[config.mk]
export PLATFORM = sky130hd
export DESIGN_NAME = msd_decoder
export DESIGN_NICKNAME = d
export VERILOG_FILES = /design/src/core/msd_decoder.v
export VERILOG_INCLUDE_DIRS = /design/src /design/src/core
export SDC_FILE = /design/constraint.sdc
export NUM_CORES = 1
export LEC_CHECK = 0
export BUFFER_PORTS_ARGS = -buffer_cell sky130_fd_sc_hd__clkbuf_2
export CORE_ASPECT_RATIO = 1.2
export CORE_MARGIN = 2
export CORE_UTILIZATION = 48
export DETAILED_ROUTE_END_ITERATION = 8
export GPL_TIMING_DRIVEN = 0
export PLACE_DENSITY = 0.77
export RECOVER_POWER = 25
export SLEW_MARGIN = 20
export SYNTH_ARGS = -nofsm -noshare
export SYNTH_HDL_FRONTEND = slang
export SYNTH_SLANG_ARGS = --single-unit
[constraint.sdc]
create_clock -name core_clk -period 0.8 [get_ports core_clk]
set_input_delay 0.04 -clock core_clk [delete_from_list [all_inputs] [get_ports core_clk]]
set_output_delay 0.04 -clock core_clk [all_outputs]
set_load 0.005 [all_outputs]
[src/core/msd_defs.vh]
// opcode constants for the move and stack opcode decoder
//==============================================================
// Overview of operation
// - 0x4340-0x437F: byte move, zero extended
// - 0x4300-0x433F: byte move, sign extended
// - 0xC0233800-39C0: acc0 to low half, scale-round
// - 0xC0271800-19C0: acc1 to high half, scale-round
// - 0xC1073800-39C0: both accumulators, signed integer
// - 0x0140-0x017F: single push, pre-decrement stack
// - 0x0100-0x013F: single pop, post-increment stack
// - data pop field is lowest of range to seven
// - pointer pop field lowest to five, max four; the code also decodes five and sets preg_lim_bad_q for it
// - 0xE800xxxx: linkage, frame size field times four
//==============================================================
`ifndef MSD_DEFS_VH
`define MSD_DEFS_VH
`define MSD_BZX_LO 16'h4340
`define MSD_BZX_HI 16'h437F
`define MSD_BSX_LO 16'h4300
`define MSD_BSX_HI 16'h433F
`define MSD_PUSH_LO 16'h0140
`define MSD_PUSH_HI 16'h017F
`define MSD_POP_LO 16'h0100
`define MSD_POP_HI 16'h013F
`define MSD_POPM_D_LO 16'h0580
`define MSD_POPM_D_HI 16'h05BD
`define MSD_POPM_DP_LO 16'h0500
`define MSD_POPM_DP_HI 16'h0538
`define MSD_POPM_P_LO 16'h0480
`define MSD_POPM_P_HI 16'h0485
`define MSD_ACC0_LOW_UPPER 16'hC023
`define MSD_ACC1_HIGH_UPPER 16'hC027
`define MSD_ACC_BOTH_UPPER 16'hC107
`define MSD_LO_HALF_LO 16'h3800
`define MSD_LO_HALF_HI 16'h39C0
`define MSD_HI_HALF_LO 16'h1800
`define MSD_HI_HALF_HI 16'h19C0
`define MSD_LINK_HI16 16'hE800
`define MSD_PREG_TOP 3'h5
`define MSD_PREG_MAXLIM 3'h4
`define MSD_DREG_TOP 3'h7
`define MSD_OP_NONE 4'h0
`define MSD_OP_BYTE_ZX 4'h1
`define MSD_OP_BYTE_SX 4'h2
`define MSD_OP_ACC0_LOW 4'h3
`define MSD_OP_ACC1_HIGH 4'h4
`define MSD_OP_ACC_BOTH 4'h5
`define MSD_OP_PUSH 4'h6
`define MSD_OP_POP 4'h7
`define MSD_OP_POP_MULTI 4'h8
`define MSD_OP_LINK 4'h9
`endif

[src/core/msd_decoder.v]
// move and stack opcode decoder, registered outputs
`timescale 1ns/1ps
`include "msd_defs.vh"
module msd_decoder
(
   input wire core_clk,
   input wire rstn,
   input wire insn_valid,
   input wire [31:0] insn_word,
   input wire insn_is_32,
   output reg dec_valid_q,
   output reg dec_claim_q,
   output reg dec_not_ours_q,
   output reg [3:0] dec_op_q,
   output reg [2:0] dest_reg_q,
   output reg [2:0] src_reg_q,
   output reg [2:0] reg_group_q,
   output reg accumulator_zero_q,
   output reg accumulator_one_q,
   output reg data_register_low_half_q,
   output reg data_register_high_half_q,
   output reg scale_two_round_option_q,
   output reg signed_integer_option_q,
   output reg sign_extend_q,
   output reg stack_pointer_dec_q,
   output reg stack_pointer_inc_q,
   output reg [7:0] dreg_range_mask_q,
   output reg [7:0] preg_range_mask_q,
   output reg preg_lim_bad_q,
   output reg [17:0] frame_size_immediate_q
);

   //==============================================================
   // helpers
   function in_rng16;
      input [15:0] v;
      input [15:0] lo;
      input [15:0] hi;
      begin
         in_rng16 = (v >= lo) && (v <= hi);
      end
   endfunction

   // half moves: low word is fixed pattern with dreg in bits 8:6
   function half_ok;
      input [15:0] v;
      input [15:0] lo;
      input [15:0] hi;
      begin
         half_ok = in_rng16(v, lo, hi) && (v[5:0] == 6'h00);
      end
   endfunction

   // mask of registers from lim up to top
   function [7:0] range_mask;
      input [2:0] lim;
      input [2:0] top;
      integer i;
      begin
         range_mask = 8'h00;
         for (i = 0; i < 8; i = i + 1)
            if ((i >= lim) && (i <= top))
               range_mask[i] = 1'b1;
      end
   endfunction

   //==============================================================
   // decode
   wire [15:0] lo16 = insn_word[15:0];
   wire [15:0] hi16 = insn_word[31:16];
   reg [3:0] op_d;
   reg [2:0] dest_d;
   reg [2:0] src_d;
   reg [2:0] grp_d;
   reg [7:0] dmask_d;
   reg [7:0] pmask_d;
   reg pbad_d;
   reg [17:0] frame_d;

   always @*
   begin
      op_d = `MSD_OP_NONE;
      dest_d = 3'h0;
      src_d = 3'h0;
      grp_d = 3'h0;
      dmask_d = 8'h00;
      pmask_d = 8'h00;
      pbad_d = 1'b0;
      frame_d = 18'h0_0000;
      if (insn_is_32)
      begin
         if ((hi16 == `MSD_ACC0_LOW_UPPER)
             && half_ok(lo16, `MSD_LO_HALF_LO, `MSD_LO_HALF_HI))
         begin
            op_d = `MSD_OP_ACC0_LOW;
            dest_d = lo16[8:6];
         end
         else if ((hi16 == `MSD_ACC1_HIGH_UPPER)
                  && half_ok(lo16, `MSD_HI_HALF_LO, `MSD_HI_HALF_HI))
         begin
            op_d = `MSD_OP_ACC1_HIGH;
            dest_d = lo16[8:6];
         end
         else if ((hi16 == `MSD_ACC_BOTH_UPPER)
                  && half_ok(lo16, `MSD_LO_HALF_LO, `MSD_LO_HALF_HI))
         begin
            op_d = `MSD_OP_ACC_BOTH;
            dest_d = lo16[8:6];
         end
         else if (hi16 == `MSD_LINK_HI16)
         begin
            op_d = `MSD_OP_LINK;
            frame_d = {lo16, 2'b00};
         end
      end
      else if (in_rng16(lo16, `MSD_BZX_LO, `MSD_BZX_HI))
      begin
         op_d = `MSD_OP_BYTE_ZX;
         src_d = lo16[5:3];
         dest_d = lo16[2:0];
      end
      else if (in_rng16(lo16, `MSD_BSX_LO, `MSD_BSX_HI))
      begin
         op_d = `MSD_OP_BYTE_SX;
         src_d = lo16[5:3];
         dest_d = lo16[2:0];
      end
      else if (in_rng16(lo16, `MSD_PUSH_LO, `MSD_PUSH_HI))
      begin
         op_d = `MSD_OP_PUSH;
         grp_d = lo16[5:3];
         src_d = lo16[2:0];
      end
      else if (in_rng16(lo16, `MSD_POP_LO, `MSD_POP_HI))
      begin
         op_d = `MSD_OP_POP;
         grp_d = lo16[5:3];
         dest_d = lo16[2:0];
      end
      else if (in_rng16(lo16, `MSD_POPM_D_LO, `MSD_POPM_D_HI))
      begin
         op_d = `MSD_OP_POP_MULTI;
         dmask_d = range_mask(lo16[5:3], `MSD_DREG_TOP);
         pmask_d = range_mask(lo16[2:0], `MSD_PREG_TOP);
         pbad_d = lo16[2:0] > `MSD_PREG_MAXLIM;
      end
      else if (in_rng16(lo16, `MSD_POPM_DP_LO, `MSD_POPM_DP_HI))
      begin
         op_d = `MSD_OP_POP_MULTI;
         dmask_d = range_mask(lo16[5:3], `MSD_DREG_TOP);
      end
      else if (in_rng16(lo16, `MSD_POPM_P_LO, `MSD_POPM_P_HI))
      begin
         op_d = `MSD_OP_POP_MULTI;
         pmask_d = range_mask(lo16[2:0], `MSD_PREG_TOP);
         pbad_d = lo16[2:0] > `MSD_PREG_MAXLIM;
      end
   end

   //==============================================================
   // per-operation control flags, gated by insn_valid
   reg claim_d;
   reg not_ours_d;
   reg acc_zero_d;
   reg acc_one_d;
   reg low_half_d;
   reg high_half_d;
   reg scale_round_d;
   reg signed_int_d;
   reg sign_ext_d;
   reg stk_dec_d;
   reg stk_inc_d;
   reg lim_bad_d;
   reg [3:0] op_out_d;

   always @*
   begin
      claim_d = 1'b0;
      not_ours_d = 1'b0;
      acc_zero_d = 1'b0;
      acc_one_d = 1'b0;
      low_half_d = 1'b0;
      high_half_d = 1'b0;
      scale_round_d = 1'b0;
      signed_int_d = 1'b0;
      sign_ext_d = 1'b0;
      stk_dec_d = 1'b0;
      stk_inc_d = 1'b0;
      lim_bad_d = 1'b0;
      op_out_d = `MSD_OP_NONE;
      if (insn_valid)
      begin
         op_out_d = op_d;
         lim_bad_d = pbad_d;
         case (op_d)
            `MSD_OP_BYTE_ZX:
            begin
               claim_d = 1'b1;
            end
            `MSD_OP_BYTE_SX:
            begin
               claim_d = 1'b1;
               sign_ext_d = 1'b1;
            end
            `MSD_OP_ACC0_LOW:
            begin
               claim_d = 1'b1;
               acc_zero_d = 1'b1;
               low_half_d = 1'b1;
               scale_round_d = 1'b1;
            end
            `MSD_OP_ACC1_HIGH:
            begin
               claim_d = 1'b1;
               acc_one_d = 1'b1;
               high_half_d = 1'b1;
               scale_round_d = 1'b1;
            end
            `MSD_OP_ACC_BOTH:
            begin
               claim_d = 1'b1;
               acc_zero_d = 1'b1;
               acc_one_d = 1'b1;
               low_half_d = 1'b1;
               high_half_d = 1'b1;
               signed_int_d = 1'b1;
            end
            `MSD_OP_PUSH:
            begin
               claim_d = 1'b1;
               stk_dec_d = 1'b1;
            end
            `MSD_OP_POP:
            begin
               claim_d = 1'b1;
               stk_inc_d = 1'b1;
            end
            `MSD_OP_POP_MULTI:
            begin
               claim_d = 1'b1;
               stk_inc_d = 1'b1;
            end
            `MSD_OP_LINK:
            begin
               claim_d = 1'b1;
               stk_dec_d = 1'b1;
            end
            default:
            begin
               not_ours_d = 1'b1;
            end
         endcase
      end
   end

   //==============================================================
   // output registers
   always @(posedge core_clk or negedge rstn)
   begin
      if (!rstn)
      begin
         dec_valid_q <= 1'b0;
         dec_claim_q <= 1'b0;
         dec_not_ours_q <= 1'b0;
         dec_op_q <= `MSD_OP_NONE;
         dest_reg_q <= 3'h0;
         src_reg_q <= 3'h0;
         reg_group_q <= 3'h0;
         accumulator_zero_q <= 1'b0;
         accumulator_one_q <= 1'b0;
         data_register_low_half_q <= 1'b0;
         data_register_high_half_q <= 1'b0;
         scale_two_round_option_q <= 1'b0;
         signed_integer_option_q <= 1'b0;
         sign_extend_q <= 1'b0;
         stack_pointer_dec_q <= 1'b0;
         stack_pointer_inc_q <= 1'b0;
         dreg_range_mask_q <= 8'h00;
         preg_range_mask_q <= 8'h00;
         preg_lim_bad_q <= 1'b0;
         frame_size_immediate_q <= 18'h0_0000;
      end
      else
      begin
         dec_valid_q <= insn_valid;
         dec_claim_q <= claim_d;
         dec_not_ours_q <= not_ours_d;
         dec_op_q <= op_out_d;
         dest_reg_q <= dest_d;
         src_reg_q <= src_d;
         reg_group_q <= grp_d;
         accumulator_zero_q <= acc_zero_d;
         accumulator_one_q <= acc_one_d;
         data_register_low_half_q <= low_half_d;
         data_register_high_half_q <= high_half_d;
         scale_two_round_option_q <= scale_round_d;
         signed_integer_option_q <= signed_int_d;
         sign_extend_q <= sign_ext_d;
         stack_pointer_dec_q <= stk_dec_d;
         stack_pointer_inc_q <= stk_inc_d;
         dreg_range_mask_q <= dmask_d;
         preg_range_mask_q <= pmask_d;
         preg_lim_bad_q <= lim_bad_d;
         frame_size_immediate_q <= frame_d;
      end
   end

endmodule // msd_decoder

# Yosys cells after proc, flatten, opt, wreduce, memory -nomap -nowiden
# Index checks and enable logic that the tools add are counted.
[word_totals] reg_bits=58 out_inout_bits=60
[op_classes] n_lt_le_gt_ge=32 n_eq_ne=13 n_mux=90 reduce_logical=21
[ops] operator="$mux W18" n=5
[ops] operator="$eq A16 B16 Y1 const B" n=4
[ops] operator="$mux W8" n=8
[ops] operator="$mux W4" n=13
[ops] operator="$mux W3" n=17
[ops] operator="$ge A16 B11 Y1 const B" n=3
[ops] operator="$le A16 B11 Y1 const B" n=3
[ops] operator="$mux W6" n=7
[ops] operator="$mux W1" n=40
[ops] operator="$ge A16 B15 Y1 const B" n=2
[ops] operator="$ge A16 B9 Y1 const B" n=2
[ops] operator="$le A16 B15 Y1 const B" n=2
[ops] operator="$le A16 B9 Y1 const B" n=2
[ops] operator="$eq A4 B3 Y1 const B" n=4
[ops] operator="$ge A16 B13 Y1 const B" n=1
[ops] operator="$ge A16 B14 Y1 const B" n=1
[ops] operator="$le A16 B13 Y1 const B" n=1
[ops] operator="$le A16 B14 Y1 const B" n=1
[ops] operator="$ge A3 B3 Y1 const A" n=5
[ops] operator="$logic_and A1 B1 Y1" n=14
[ops] operator="$ge A1 B3 Y1 const A" n=4
[ops] operator="$ge A2 B3 Y1 const A" n=4
[ops] operator="$reduce_or A2 Y1" n=5
[ops] operator="$reduce_or A9 Y1" n=1
[ops] operator="other kinds (5)" n=7

# Logic depth before layout (Yosys ltp)
# Gate-level depths: netlist of run 1.
[logic_depth] depth_word=14 ltp_mapped=7 depth_no_buf=6

# Least setup slack after synthesis of run 1
# Ideal clock, no wire load.
[synth_timing] kind="input to register" startpoint="input port insn_word[20]" endpoint="register dec_not_ours_q" arrival_time_ns=1.594 required_time_ns=0.705 slack_ns=-0.889 cell_stages=6 n_path_buf=0 path_cell_list="or4_4 -> or2_4 -> nor4_4 -> o2bb2ai_2 -> nor2_2 -> nor4b_2"
[synth_between] elab_chain_cells=10 word_cells_on_any_way=24 classes_between="eq/ne: 13; mux: 7; reduce/logical: 4"
[synth_lines] element="from (decl)" line="msd_decoder.v:9" text="input wire [31:0] insn_word,"
[synth_lines] element="$eq A16 B16 Y1 (no source line)"
[synth_lines] element="$mux W4 or $logic_and A1 B1 Y1 (tied branches)" line="msd_decoder.v:110, msd_decoder.v:104"
[synth_lines] element="$mux W4" line="msd_decoder.v:104" text="else if ((hi16 == `MSD_ACC_BOTH_UPPER)"
[synth_lines] element="$mux W4" line="msd_decoder.v:98" text="else if ((hi16 == `MSD_ACC1_HIGH_UPPER)"
[synth_lines] element="$mux W4 *" line="msd_decoder.v:92" text="if ((hi16 == `MSD_ACC0_LOW_UPPER)"
[synth_lines] element="$mux W4 *" line="msd_decoder.v:90" text="if (insn_is_32)"
[synth_lines] element="$eq A4 B4 Y1 (tied with other cells)" line="msd_decoder.v:195" text="case (op_d)"
[synth_lines] element="$reduce_or A9 Y1 (no source line) *"
[synth_lines] element="$mux W1 *" line="msd_decoder.v:195"
[synth_lines] element="$mux W1 *" line="msd_decoder.v:191" text="if (insn_valid)"
[synth_lines] element="net not_ours_d" line="msd_decoder.v:163" text="reg not_ours_d;"
[synth_lines] element="to (signal assigned)" line="msd_decoder.v:287" text="dec_not_ours_q <= not_ours_d;"
[synth_lines] element="to (decl)" line="msd_decoder.v:13" text="output reg dec_not_ours_q,"
# Mark *: on every way through the listed nets, which the timed path passes. The rest lies on a longest branch.

# Worst setup path in the final report of run 1
[layout_timing] startpoint="input port insn_word[11]" endpoint="register dec_not_ours_q"
[layout_between] elab_chain_cells=14 word_cells_on_any_way=55 classes_between="order compare: 18; eq/ne: 9; mux: 13; reduce/logical: 15"
[layout_lines] element="$ge A16 B11 Y1 or $le A16 B11 Y1 (tied branches)" line="msd_decoder.v:40" text="in_rng16 = (v >= lo) && (v <= hi);"
[layout_lines] element="$logic_and A1 B1 Y1" line="msd_decoder.v:40"
[layout_lines] element="$mux W4" line="msd_decoder.v:152" text="else if (in_rng16(lo16, `MSD_POPM_P_LO, `MSD_POPM_P_HI))"
[layout_lines] element="$mux W4" line="msd_decoder.v:147" text="else if (in_rng16(lo16, `MSD_POPM_DP_LO, `MSD_POPM_DP_HI))"
[layout_lines] element="$mux W4" line="msd_decoder.v:140" text="else if (in_rng16(lo16, `MSD_POPM_D_LO, `MSD_POPM_D_HI))"
[layout_lines] element="$mux W4" line="msd_decoder.v:134" text="else if (in_rng16(lo16, `MSD_POP_LO, `MSD_POP_HI))"
[layout_lines] element="$mux W4" line="msd_decoder.v:128" text="else if (in_rng16(lo16, `MSD_PUSH_LO, `MSD_PUSH_HI))"
[layout_lines] element="$mux W4" line="msd_decoder.v:122" text="else if (in_rng16(lo16, `MSD_BSX_LO, `MSD_BSX_HI))"
[layout_lines] element="$mux W4" line="msd_decoder.v:116" text="else if (in_rng16(lo16, `MSD_BZX_LO, `MSD_BZX_HI))"
[layout_lines] element="$mux W4 *" line="msd_decoder.v:90"
[layout_lines] element="$eq A4 B4 Y1 (tied with other cells)" line="msd_decoder.v:195"
[layout_lines] element="$reduce_or A9 Y1 (no source line) *"
[layout_lines] element="$mux W1 *" line="msd_decoder.v:195"
[layout_lines] element="$mux W1 *" line="msd_decoder.v:191"
[layout_lines] element="net not_ours_d" line="msd_decoder.v:163"
# Marks and branches as above.

==> results of run 1 <==
==> registers in the layout (all words and copies together) (netlist names) <==
signal	cells
data_register_high_half_q	1
data_register_low_half_q	1
dec_claim_q	1
dec_not_ours_q	1
dec_op_q	4
dec_valid_q	1
dest_reg_q	3
dreg_range_mask_q	8
frame_size_immediate_q	16
preg_lim_bad_q	1
preg_range_mask_q	6
reg_group_q	3
scale_two_round_option_q	1
sign_extend_q	1
signed_integer_option_q	1
src_reg_q	3
stack_pointer_dec_q	1
stack_pointer_inc_q	1
==> logic make-up (layout without fill, tap and decap cells) <==
logic type      count (synthesis)  after routing
other cells                     1              4
flops                          54             54
compound gates                 41             41
simple gates                  105            105
buf+inv                        21            144
==> metrics by stage <==
| stage | setup WS (ns) | instance area, µm² |
|---|---|---|
| floorplan | -0.831 | 2490 |
| global placement | -1.11 | 3000 |
| detailed placement | -1.12 | 3010 |
| CTS | -0.669 | 3500 |
| global route | -0.740 | 3690 |
| finish | -0.707 | 3690 |
==> cell usage after synthesis (2+ instances only) <==
library cell and number:
a21o_1 3, a21oi_1 10, a22o_1 3, a311oi_1 2, a31oi_1 2, a32oi_1 3
and2_1 20, and3_1 5, buf_2 2, buf_4 6, clkbuf_1 6, dfrtp_1 54
inv_1 6, nand2_1 11, nand2b_1 2, nand3_1 4, nand4_1 3, nand4b_1 2
nor2_1 21, nor3_1 7, nor4_1 4, nor4b_1 2, nor4b_2 2, nor4bb_1 2
o21a_1 3, o21ai_0 2, o21ai_1 3, or2_2 3, or3_1 2
==> per-layer routing <==
| layer | wire, µm | up-vias | global-route usage |
|---|---|---|---|
| met1 | 2430 | 1077 | 0.272 |
| met4 | 113 | 0 | 0.0980 |
| met5 | 0 | - | 0 |
| met2 | 3510 | 89 | 0.405 |
| li1 | - | 1032 | - |
| met3 | 352 | 11 | 0.0411 |
==> power by group <==
group          internal, mW  switching, mW  total [mW]
Clock                 0.949          0.933        1.88
Combinational         0.243          0.349       0.591
Sequential             2.74        0.00332        2.74
==> what timing repair did <==
action | 4_1_cts | 5_1_grt
buffers inserted | 17 | 4
resized for setup | 44 | 38
gates cloned | 1 | 0
endpoints found under the setup margin | 108 | 108
pin swaps | 14 | 16
hold endpoints to repair | 57 | 56
hold buffers | 3 | 2
==> layout make-up <==
cell class | instances | area (µm²) | area share
inverters | 6 | 22.5 | 0.00610
multi-input cells | 150 | 1270 | 0.345
clock buffers | 5 | 68.8 | 0.0186
flip-flops and latches | 54 | 1350 | 0.366
clock inverters | 3 | 47.5 | 0.0129
well taps | 60 | 75.1 | 0.0203
plain buffers | 15 | 116 | 0.0315
repair buffers | 115 | 739 | 0.200
==> final timing paths <==
check                                  endpoint  slack [ns]  depth (start not counted)
min in group core_clk      dreg_range_mask_q[2]           0                          2
max in group asynchronous         dest_reg_q[1]        0.53                          1
min                        dreg_range_mask_q[1]       -0.21                          1
max                              dec_not_ours_q       -0.71                          8
==> placed cells by master (no fill, tap or decap), types with 3 or more instances in the layout <==
cell,synthesis,routed
a21o_1,3,3
a21oi_1,10,3
a21oi_2,0,7
a22o_1,3,3
a32oi_1,3,3
and2_1,20,19
and3_1,5,4
buf_4,6,21
buf_6,1,13
clkbuf_2,0,83
clkbuf_4,0,3
clkbuf_8,0,5
conb_1,1,4
dfrtp_1,54,54
dlygate4sd3_1,0,5
inv_1,6,3
inv_2,0,3
nand2_1,11,8
nand3_1,4,3
nand4_1,3,3
nor2_1,21,14
nor2_2,1,4
nor2_4,0,4
nor3_2,1,3
nor3_4,0,3
nor4_4,1,3
o21a_1,3,3
or2_2,3,3
==> qor.txt, run 1 <==
status = finished, violations left
failing checks = negative hold slack, negative setup slack
Slowest cell on crit path = nor4bb_2
Hold WS = -0.209 ns
Area growth syn-to-layout = 53.7%
first-pass iteration count of the detailed router = 4
vias in the first global route = 2089
fin util = 0.758
first-pass GRT wire length = 9.60 mm
Syn. warnings = 0
H-tree levels = 2
final setup fails = 107
fin crit share = 1.88
Post-synth ARST share = 1.00
FMAX = 664 MHz
adder-cell share of the synthesized area = 0
final instance count without filler cells = 408
Peak VDD IR = 0.00109 V
Placer Congestion = 0.878
number of diodes = 0
Root Driver = clkbuf_8
worst-margin pin slew = 0.721 ns
CP Buf/Inv Count = 2
post-synthesis mux area share = 0
placed insts = 373
Slew Limit Headroom = 0.519
DRT iter0 DRCs = 137
Tot Pwr = 5.22 mW
compound-gate portion of the synthesized area = 0.124
TritonCTS clock tree = done
WL/cell = 15.7 µm
Global Route Usage Sum = 0.231
routed wire length = 6.40 mm
Core ar. = 0.00487 mm²
cells after synthesis = 222
top cells by area, synth = dfrtp_1 (56%), and2_1 (5.2%), nor2_1 (3.3%), a21oi_1 (2.1%), buf_4 (1.9%)
vias = 2209
CP peak stage delay = 0.41 ns
sequential area share after synthesis = 0.563
Yosys cell types = 56
Top FF cell, synth = dfrtp_1
flip-flop and latch count after synthesis = 54
Post-synth EDFFs = 0
Slew Limit Fails = 0
Setup crit start = insn_word[11]
RSZ-0062 raised after global routing = yes
Worst EP required = 1.03 ns
crit-path leading delay family = simple AND/OR/NAND/NOR gates
share of layout cells above drive strength 1 = 0.549
Starting Density = 0.493
critical path arrival = 1.73 ns
max-cap viol count = 0
area share of the largest cell type after synthesis = 0.563
fillers = 296
TNS Setup = -25.53 ns
Remaining DRCs = 0
hpwl dp = 4.09 mm
grt ovf = 0
largest net degree at the start of global routing = 55
Startpoint Class = input pin
Setup WS post-layout = -0.707 ns
cell taking the most area after synthesis = dfrtp_1
number of core rows = 28
critical-path cell list = clkbuf_2 -> nor4bb_2 -> nand3_1 -> nor4_4 -> buf_4 -> o2bb2ai_4 -> nor2_2 -> nor4b_2
CTS buffer count = 5
Die Span Y = 81.5 µm
HP Class = in2async
CTS clk-pin slew, worst paths = 0.11 ns
CP max FO = 4
Setup Crit Path Kind = in2reg
via density per instance = 5.41
antenna violations before repair = 0
die area = 0.00559 mm²
die width = 68.6 µm
Nets = 383
XOR/XNOR Fraction of Synth Area = 0
post-route ant nets = 0
Final min period = 1.51 ns
Sink Count = 54
Synth Area in Simple Gates = 0.265
P_leak = 1.88 nW
power density over the cells = 1410 mW/mm²
largest family of logic cells by synthesized area = simple AND/OR/NAND/NOR gates
CP endpoint kind = register
Mapped Avg Cell Area = 10.8 µm²
Clock Path Buffers = 2
Mapped Area = 0.00240 mm²
Final Hold Fails = 55
Ports = 96
port buffer count = 88
(Power assumes the default switching activity.)
==> inputs of run 2 (changes only) <==
--- a/config.mk
+++ b/config.mk
@@ -6,15 +6,17 @@
 export SDC_FILE = /design/constraint.sdc
 export NUM_CORES = 1
 export LEC_CHECK = 0
-export BUFFER_PORTS_ARGS = -buffer_cell sky130_fd_sc_hd__clkbuf_2
 export CORE_ASPECT_RATIO = 1.2
 export CORE_MARGIN = 2
-export CORE_UTILIZATION = 48
+export CORE_UTILIZATION = 55
 export DETAILED_ROUTE_END_ITERATION = 8
+export DONT_BUFFER_PORTS = 1
 export GPL_TIMING_DRIVEN = 0
-export PLACE_DENSITY = 0.77
+export PLACE_DENSITY = 0.68
 export RECOVER_POWER = 25
+export SETUP_SLACK_MARGIN = 0.02
 export SLEW_MARGIN = 20
 export SYNTH_ARGS = -nofsm -noshare
 export SYNTH_HDL_FRONTEND = slang
 export SYNTH_SLANG_ARGS = --single-unit
+export TNS_END_PERCENT = 10
==> run 2 against run 1 <==
The flow still finishes with violations (negative hold slack, negative setup slack). Hold slack got worse by 0.38 ns. Sequential share of layout area increased by 7.9 points. Clock-buffer cell count is 1 higher. Global-route usage grew 1.7 points. Utilization fell by 4.0 points. Clock power is essentially flat. Critical path depth shrank 2. Wire length shrank 9.3%. Cell count decreased by 24%. Die area fell by 12%. Largest cell class unchanged. Highest routed layer unchanged.
==> qor.txt, run 2 (synthesis gave the netlist of run 1 again) <==
status = finished, violations left
failing checks = negative hold slack, negative setup slack
most common cell after layout, fill and taps aside = dfrtp_1
Sink Count = 54
CTS clk-pin slew, worst paths = 0.09 ns
Placer Congestion = 0.903
first-pass GRT wire length = 9.37 mm
vias in the first global route = 1900
Core ar. = 0.00423 mm²
fillers = 321
Slew Limit Headroom = 0.556
Final min period = 1.39 ns
die width = 64.3 µm
Setup WS post-layout = -0.589 ns
Root Driver = clkbuf_8
fin crit share = 1.74
CP Buf/Inv Count = 0
Slew Limit Fails = 0
power density over the cells = 1640 mW/mm²
first-pass iteration count of the detailed router = 4
Setup crit start = insn_word[20]
critical path arrival = 1.64 ns
Peak VDD IR = 0.000946 V
CTS buffer count = 5
Ports = 96
DRT iter0 DRCs = 106
largest net degree at the start of global routing = 55
pre-CTS setup slack = -1.23 ns
# hold bufs at CTS = 12
Top reg by flops = frame_size_immediate_q
number of core rows = 26
routed wire length = 5.81 mm
hpwl dp = 3.75 mm
Startpoint Class = input pin
post-route ant nets = 0
FMAX = 720 MHz
CP endpoint kind = register
worst-margin pin slew = 0.660 ns
vias = 1825
top flop regs = frame_size_immediate_q: 16 flops, dreg_range_mask_q: 8 flops, preg_range_mask_q: 6 flops
WL/cell = 18.7 µm
final setup fails = 55
max reg flops = 16
CP peak stage delay = 0.52 ns
HP Class = in2async
Worst EP required = 1.05 ns
H-tree levels = 2
crit-path leading delay family = simple AND/OR/NAND/NOR gates
Post-Place Cell Area = 0.00249 mm²
number of diodes = 0
Die Span Y = 76.4 µm
die area = 0.00491 mm²
most frequent cells in the layout = dfrtp_1 (54), and2_1 (19), nor2_1 (17)
share of layout cells above drive strength 1 = 0.282
Nets = 290
P_leak = 1.42 nW
Setup Crit Path Kind = in2reg
CP max FO = 3
Global Route Usage Sum = 0.248
RSZ-0062 raised after global routing = yes
TritonCTS clock tree = done
Hold WS = -0.586 ns
max-cap viol count = 0
Starting Density = 0.568
critical-path cell list = or4_4 -> or2_4 -> or3_4 -> o22ai_1 -> and2_4 -> a22o_1
Remaining DRCs = 0
fin util = 0.719
via density per instance = 5.87
antenna violations before repair = 0
port buffer count = 0
Clock Path Buffers = 2
fin area = 0.00304 mm²
Area growth syn-to-layout = 26.5%
Final Hold Fails = 55
grt ovf = 0
Slowest cell on crit path = or4_4
[run 2: cell count changes in the layout (fill, tap and decap cells not counted), moves of 3 or more]
cell | previous run | this run
clkbuf_2 | 83 | 4
a21oi_2 | 7 | 0
buf_4 | 21 | 10
dlygate4sd3_1 | 5 | 12
a21oi_1 | 3 | 10
nor2_1 | 14 | 17
buf_6 | 13 | 9
[run 2: report_power, final]
group | internal, mW | leakage [nW] | switching, mW
Combinational | 0.161 | 0.612 | 0.181
Clock | 1.03 | 0.0618 | 0.878
Sequential | 2.74 | 0.750 | 0.00553
[run 2: through the flow]
stage	power [mW]	setup TNS, ns	hold slack (ns)	cells
final	4.99	-18.43	-0.586	311
after global routing	5.17	-21.88	-0.601	311
after CTS	5.00	-17.64	-0.588	310
after detailed placement	3.02	-48.32	-0.254	281
after global placement	3.02	-46.18	-0.255	281
after floorplan	2.98	-31.19	-0.256	225
[run 2: final cells by class]
cell class,instances,area [µm²],area share
Tap cell,56,70.1,0.0231
Timing Repair Buffer,22,210,0.0692
Buffer,15,118,0.0387
Clock buffer,6,82.6,0.0272
Inverter,6,22.5,0.00741
Clock inverter,2,38.8,0.0128
Multi-Input combinational cell,150,1150,0.377
Sequential cell,54,1350,0.445
[run 2: path summary, 6_finish.rpt]
path | depth (start not counted) | end | slack [ns]
max | 6 | dest_reg_q[1] | -0.59
min | 0 | preg_range_mask_q[2] | -0.59
max in group asynchronous | 0 | scale_two_round_option_q | 1.29
min in group core_clk | 2 | preg_lim_bad_q | -0.04
[run 2: per-layer routing]
metal / GRT usage / vias to the layer above / part of all wire
li1: - / 842 / -
met1: 0.293 / 897 / 0.37
met2: 0.440 / 74 / 0.55
met3: 0.0487 / 12 / 0.057
met4: 0.0915 / 0 / 0.019
met5: 0 / - / 0
[run 2: repair_timing]
item                                    in CTS  in global routing
pin swaps                                   13                  6
gates cloned                                 1                  0
hold endpoints to repair                    84                 55
setup buffers                                8                  1
gates resized for setup                     44                 10
endpoints found under the setup margin      55                 57
==> inputs of run 3 (changes only) <==
--- a/config.mk
+++ b/config.mk
@@ -7,7 +7,7 @@
 export NUM_CORES = 1
 export LEC_CHECK = 0
 export CORE_ASPECT_RATIO = 1.2
-export CORE_MARGIN = 2
+export CORE_MARGIN = 10
 export CORE_UTILIZATION = 55
 export DETAILED_ROUTE_END_ITERATION = 8
 export DONT_BUFFER_PORTS = 1
==> run 3 against run 2 <==
The flow still finishes with violations (negative hold slack, negative setup slack). Non-clock buffer count fell by 3. Critical path depth rose by 2. Cell area fell by 2.5%. Sequential share of layout area rose by 1.1 points. Critical endpoint is now dec_not_ours_q.
==> qor.txt, run 3 (synthesis gave the netlist of run 1 again) <==
die area = 0.00742 mm²
grt ovf = 0
CP max FO = 4
most common cell after layout, fill and taps aside = dfrtp_1
logic depth of the worst path, buffers included = 8
Global Route Usage Sum = 0.177
Sink Count = 54
Setup Crit Path Kind = in2reg
FMAX = 709 MHz
vias in the first global route = 1977
critical path arrival = 1.62 ns
max reg flops = 16
WL/cell = 21.3 µm
Root Driver = clkbuf_8
Hold WS = -0.594 ns
number of diodes = 0
first-pass GRT wire length = 10.4 mm
Final Hold Fails = 55
crit-path leading delay family = simple AND/OR/NAND/NOR gates
area occupied by multi-input gates = 0.00113 mm²
Placer Congestion = 0.893
Slowest cell on crit path = or4_4
failing checks = negative hold slack, negative setup slack
CP endpoint kind = register
vias = 1836
# hold bufs at CTS = 12
port buffer count = 0
power density over the cells = 1560 mW/mm²
critical-path cell list = or4_4 -> buf_4 -> nor4_4 -> and3_1 -> buf_6 -> inv_2 -> nand4_1 -> nor4b_2
Slew Limit Fails = 0
P_leak = 1.38 nW
Top reg by flops = frame_size_immediate_q
H-tree levels = 2
antenna violations before repair = 0
Peak VDD IR = 0.00114 V
Worst EP required = 1.01 ns
Post-Place Cell Area = 0.00249 mm²
RSZ-0062 raised after global routing = yes
hpwl dp = 4.69 mm
pre-CTS setup slack = -1.14 ns
Area growth syn-to-layout = 23.4%
DRT iter0 DRCs = 109
share of layout cells above drive strength 1 = 0.266
status = finished, violations left
final setup fails = 55
TritonCTS clock tree = done
CP Buf/Inv Count = 3
Nets = 287
CTS buffer count = 5
via density per instance = 5.96
Setup WS post-layout = -0.610 ns
number of core rows = 26
Setup crit start = insn_word[20]
top flop regs = frame_size_immediate_q: 16 flops, dreg_range_mask_q: 8 flops, preg_range_mask_q: 6 flops
worst setup path endpoint = dec_not_ours_q
Sequential cell area = 0.00135 mm²
fin crit share = 1.76
routed wire length = 6.57 mm
fillers = 334
die width = 80.3 µm
CTS clk-pin slew, worst paths = 0.10 ns
Die Span Y = 92.4 µm
Startpoint Class = input pin
fin area = 0.00296 mm²
fin util = 0.701
max-cap viol count = 0
first-pass iteration count of the detailed router = 4
Ports = 96
post-route ant nets = 0
Final min period = 1.41 ns
CP peak stage delay = 0.54 ns
Starting Density = 0.568
Clock Path Buffers = 2
Core ar. = 0.00423 mm²
largest net degree at the start of global routing = 55
most frequent cells in the layout = dfrtp_1 (54), nor2_1 (18), and2_1 (18)
HP Class = in2async
Remaining DRCs = 0
[run 3: changes by cell type in the layout (fill, tap and decap cells not counted), sizes merged]
cell,previous run,this run
buf,19,16
bufinv,1,0
clkbuf,12,11
clkinvlp,0,2
[run 3: power by group]
| part | leakage [nW] | switching, mW | internal [mW] |
|---|---|---|---|
| logic | 0.588 | 0.174 | 0.160 |
| clock network | 0.0408 | 0.914 | 0.627 |
| registers | 0.750 | 0.00627 | 2.74 |
| total | 1.38 | 1.09 | 3.53 |
[run 3: repair_timing]
item,4_1_cts,5_1_grt
pin swaps,11,8
hold endpoints to repair,87,55
resized for setup,29,17
buffers inserted,1,6
endpoints found under the setup margin,56,63
[run 3: worst min path at each step]
stage                                       to  slack (ns)  cells past startpoint
global route        frame_size_immediate_q[11]       -0.61                      0
CTS                             dec_not_ours_q       -0.60                      0
finish                          reg_group_q[2]       -0.59                      0
floorplan            data_register_high_half_q       -0.26                      0
global placement     frame_size_immediate_q[9]       -0.25                      0
detailed placement   frame_size_immediate_q[9]       -0.25                      0
[run 3: cell type report]
cell class / instances / share of cell area
buffer: 15 / 0.0401
sequential: 54 / 0.456
timing repair buffer: 19 / 0.0595
multi-input combinational: 150 / 0.382
clock inverter: 3 / 0.00802
tap: 56 / 0.0236
clock buffer: 5 / 0.0232
inverter: 6 / 0.00760
[run 3: stage by stage]
step                power [mW]  setup TNS (ns)  cells
floorplan                 2.98          -31.19    225
global placement          3.02          -45.81    281
detailed placement        3.02          -47.06    281
CTS                       4.62          -17.97    302
global route              4.76          -23.88    308
finish                    4.62          -20.40    308
[run 3: metal layers]
| layer | vias to the layer above | routed length, µm | global-route usage |
|---|---|---|---|
| met1 | 912 | 2190 | 0.172 |
| met3 | 12 | 574 | 0.0571 |
| met4 | 0 | 131 | 0.0632 |
| li1 | 833 | - | - |
| met5 | - | 0 | 0 |
| met2 | 79 | 3670 | 0.334 |
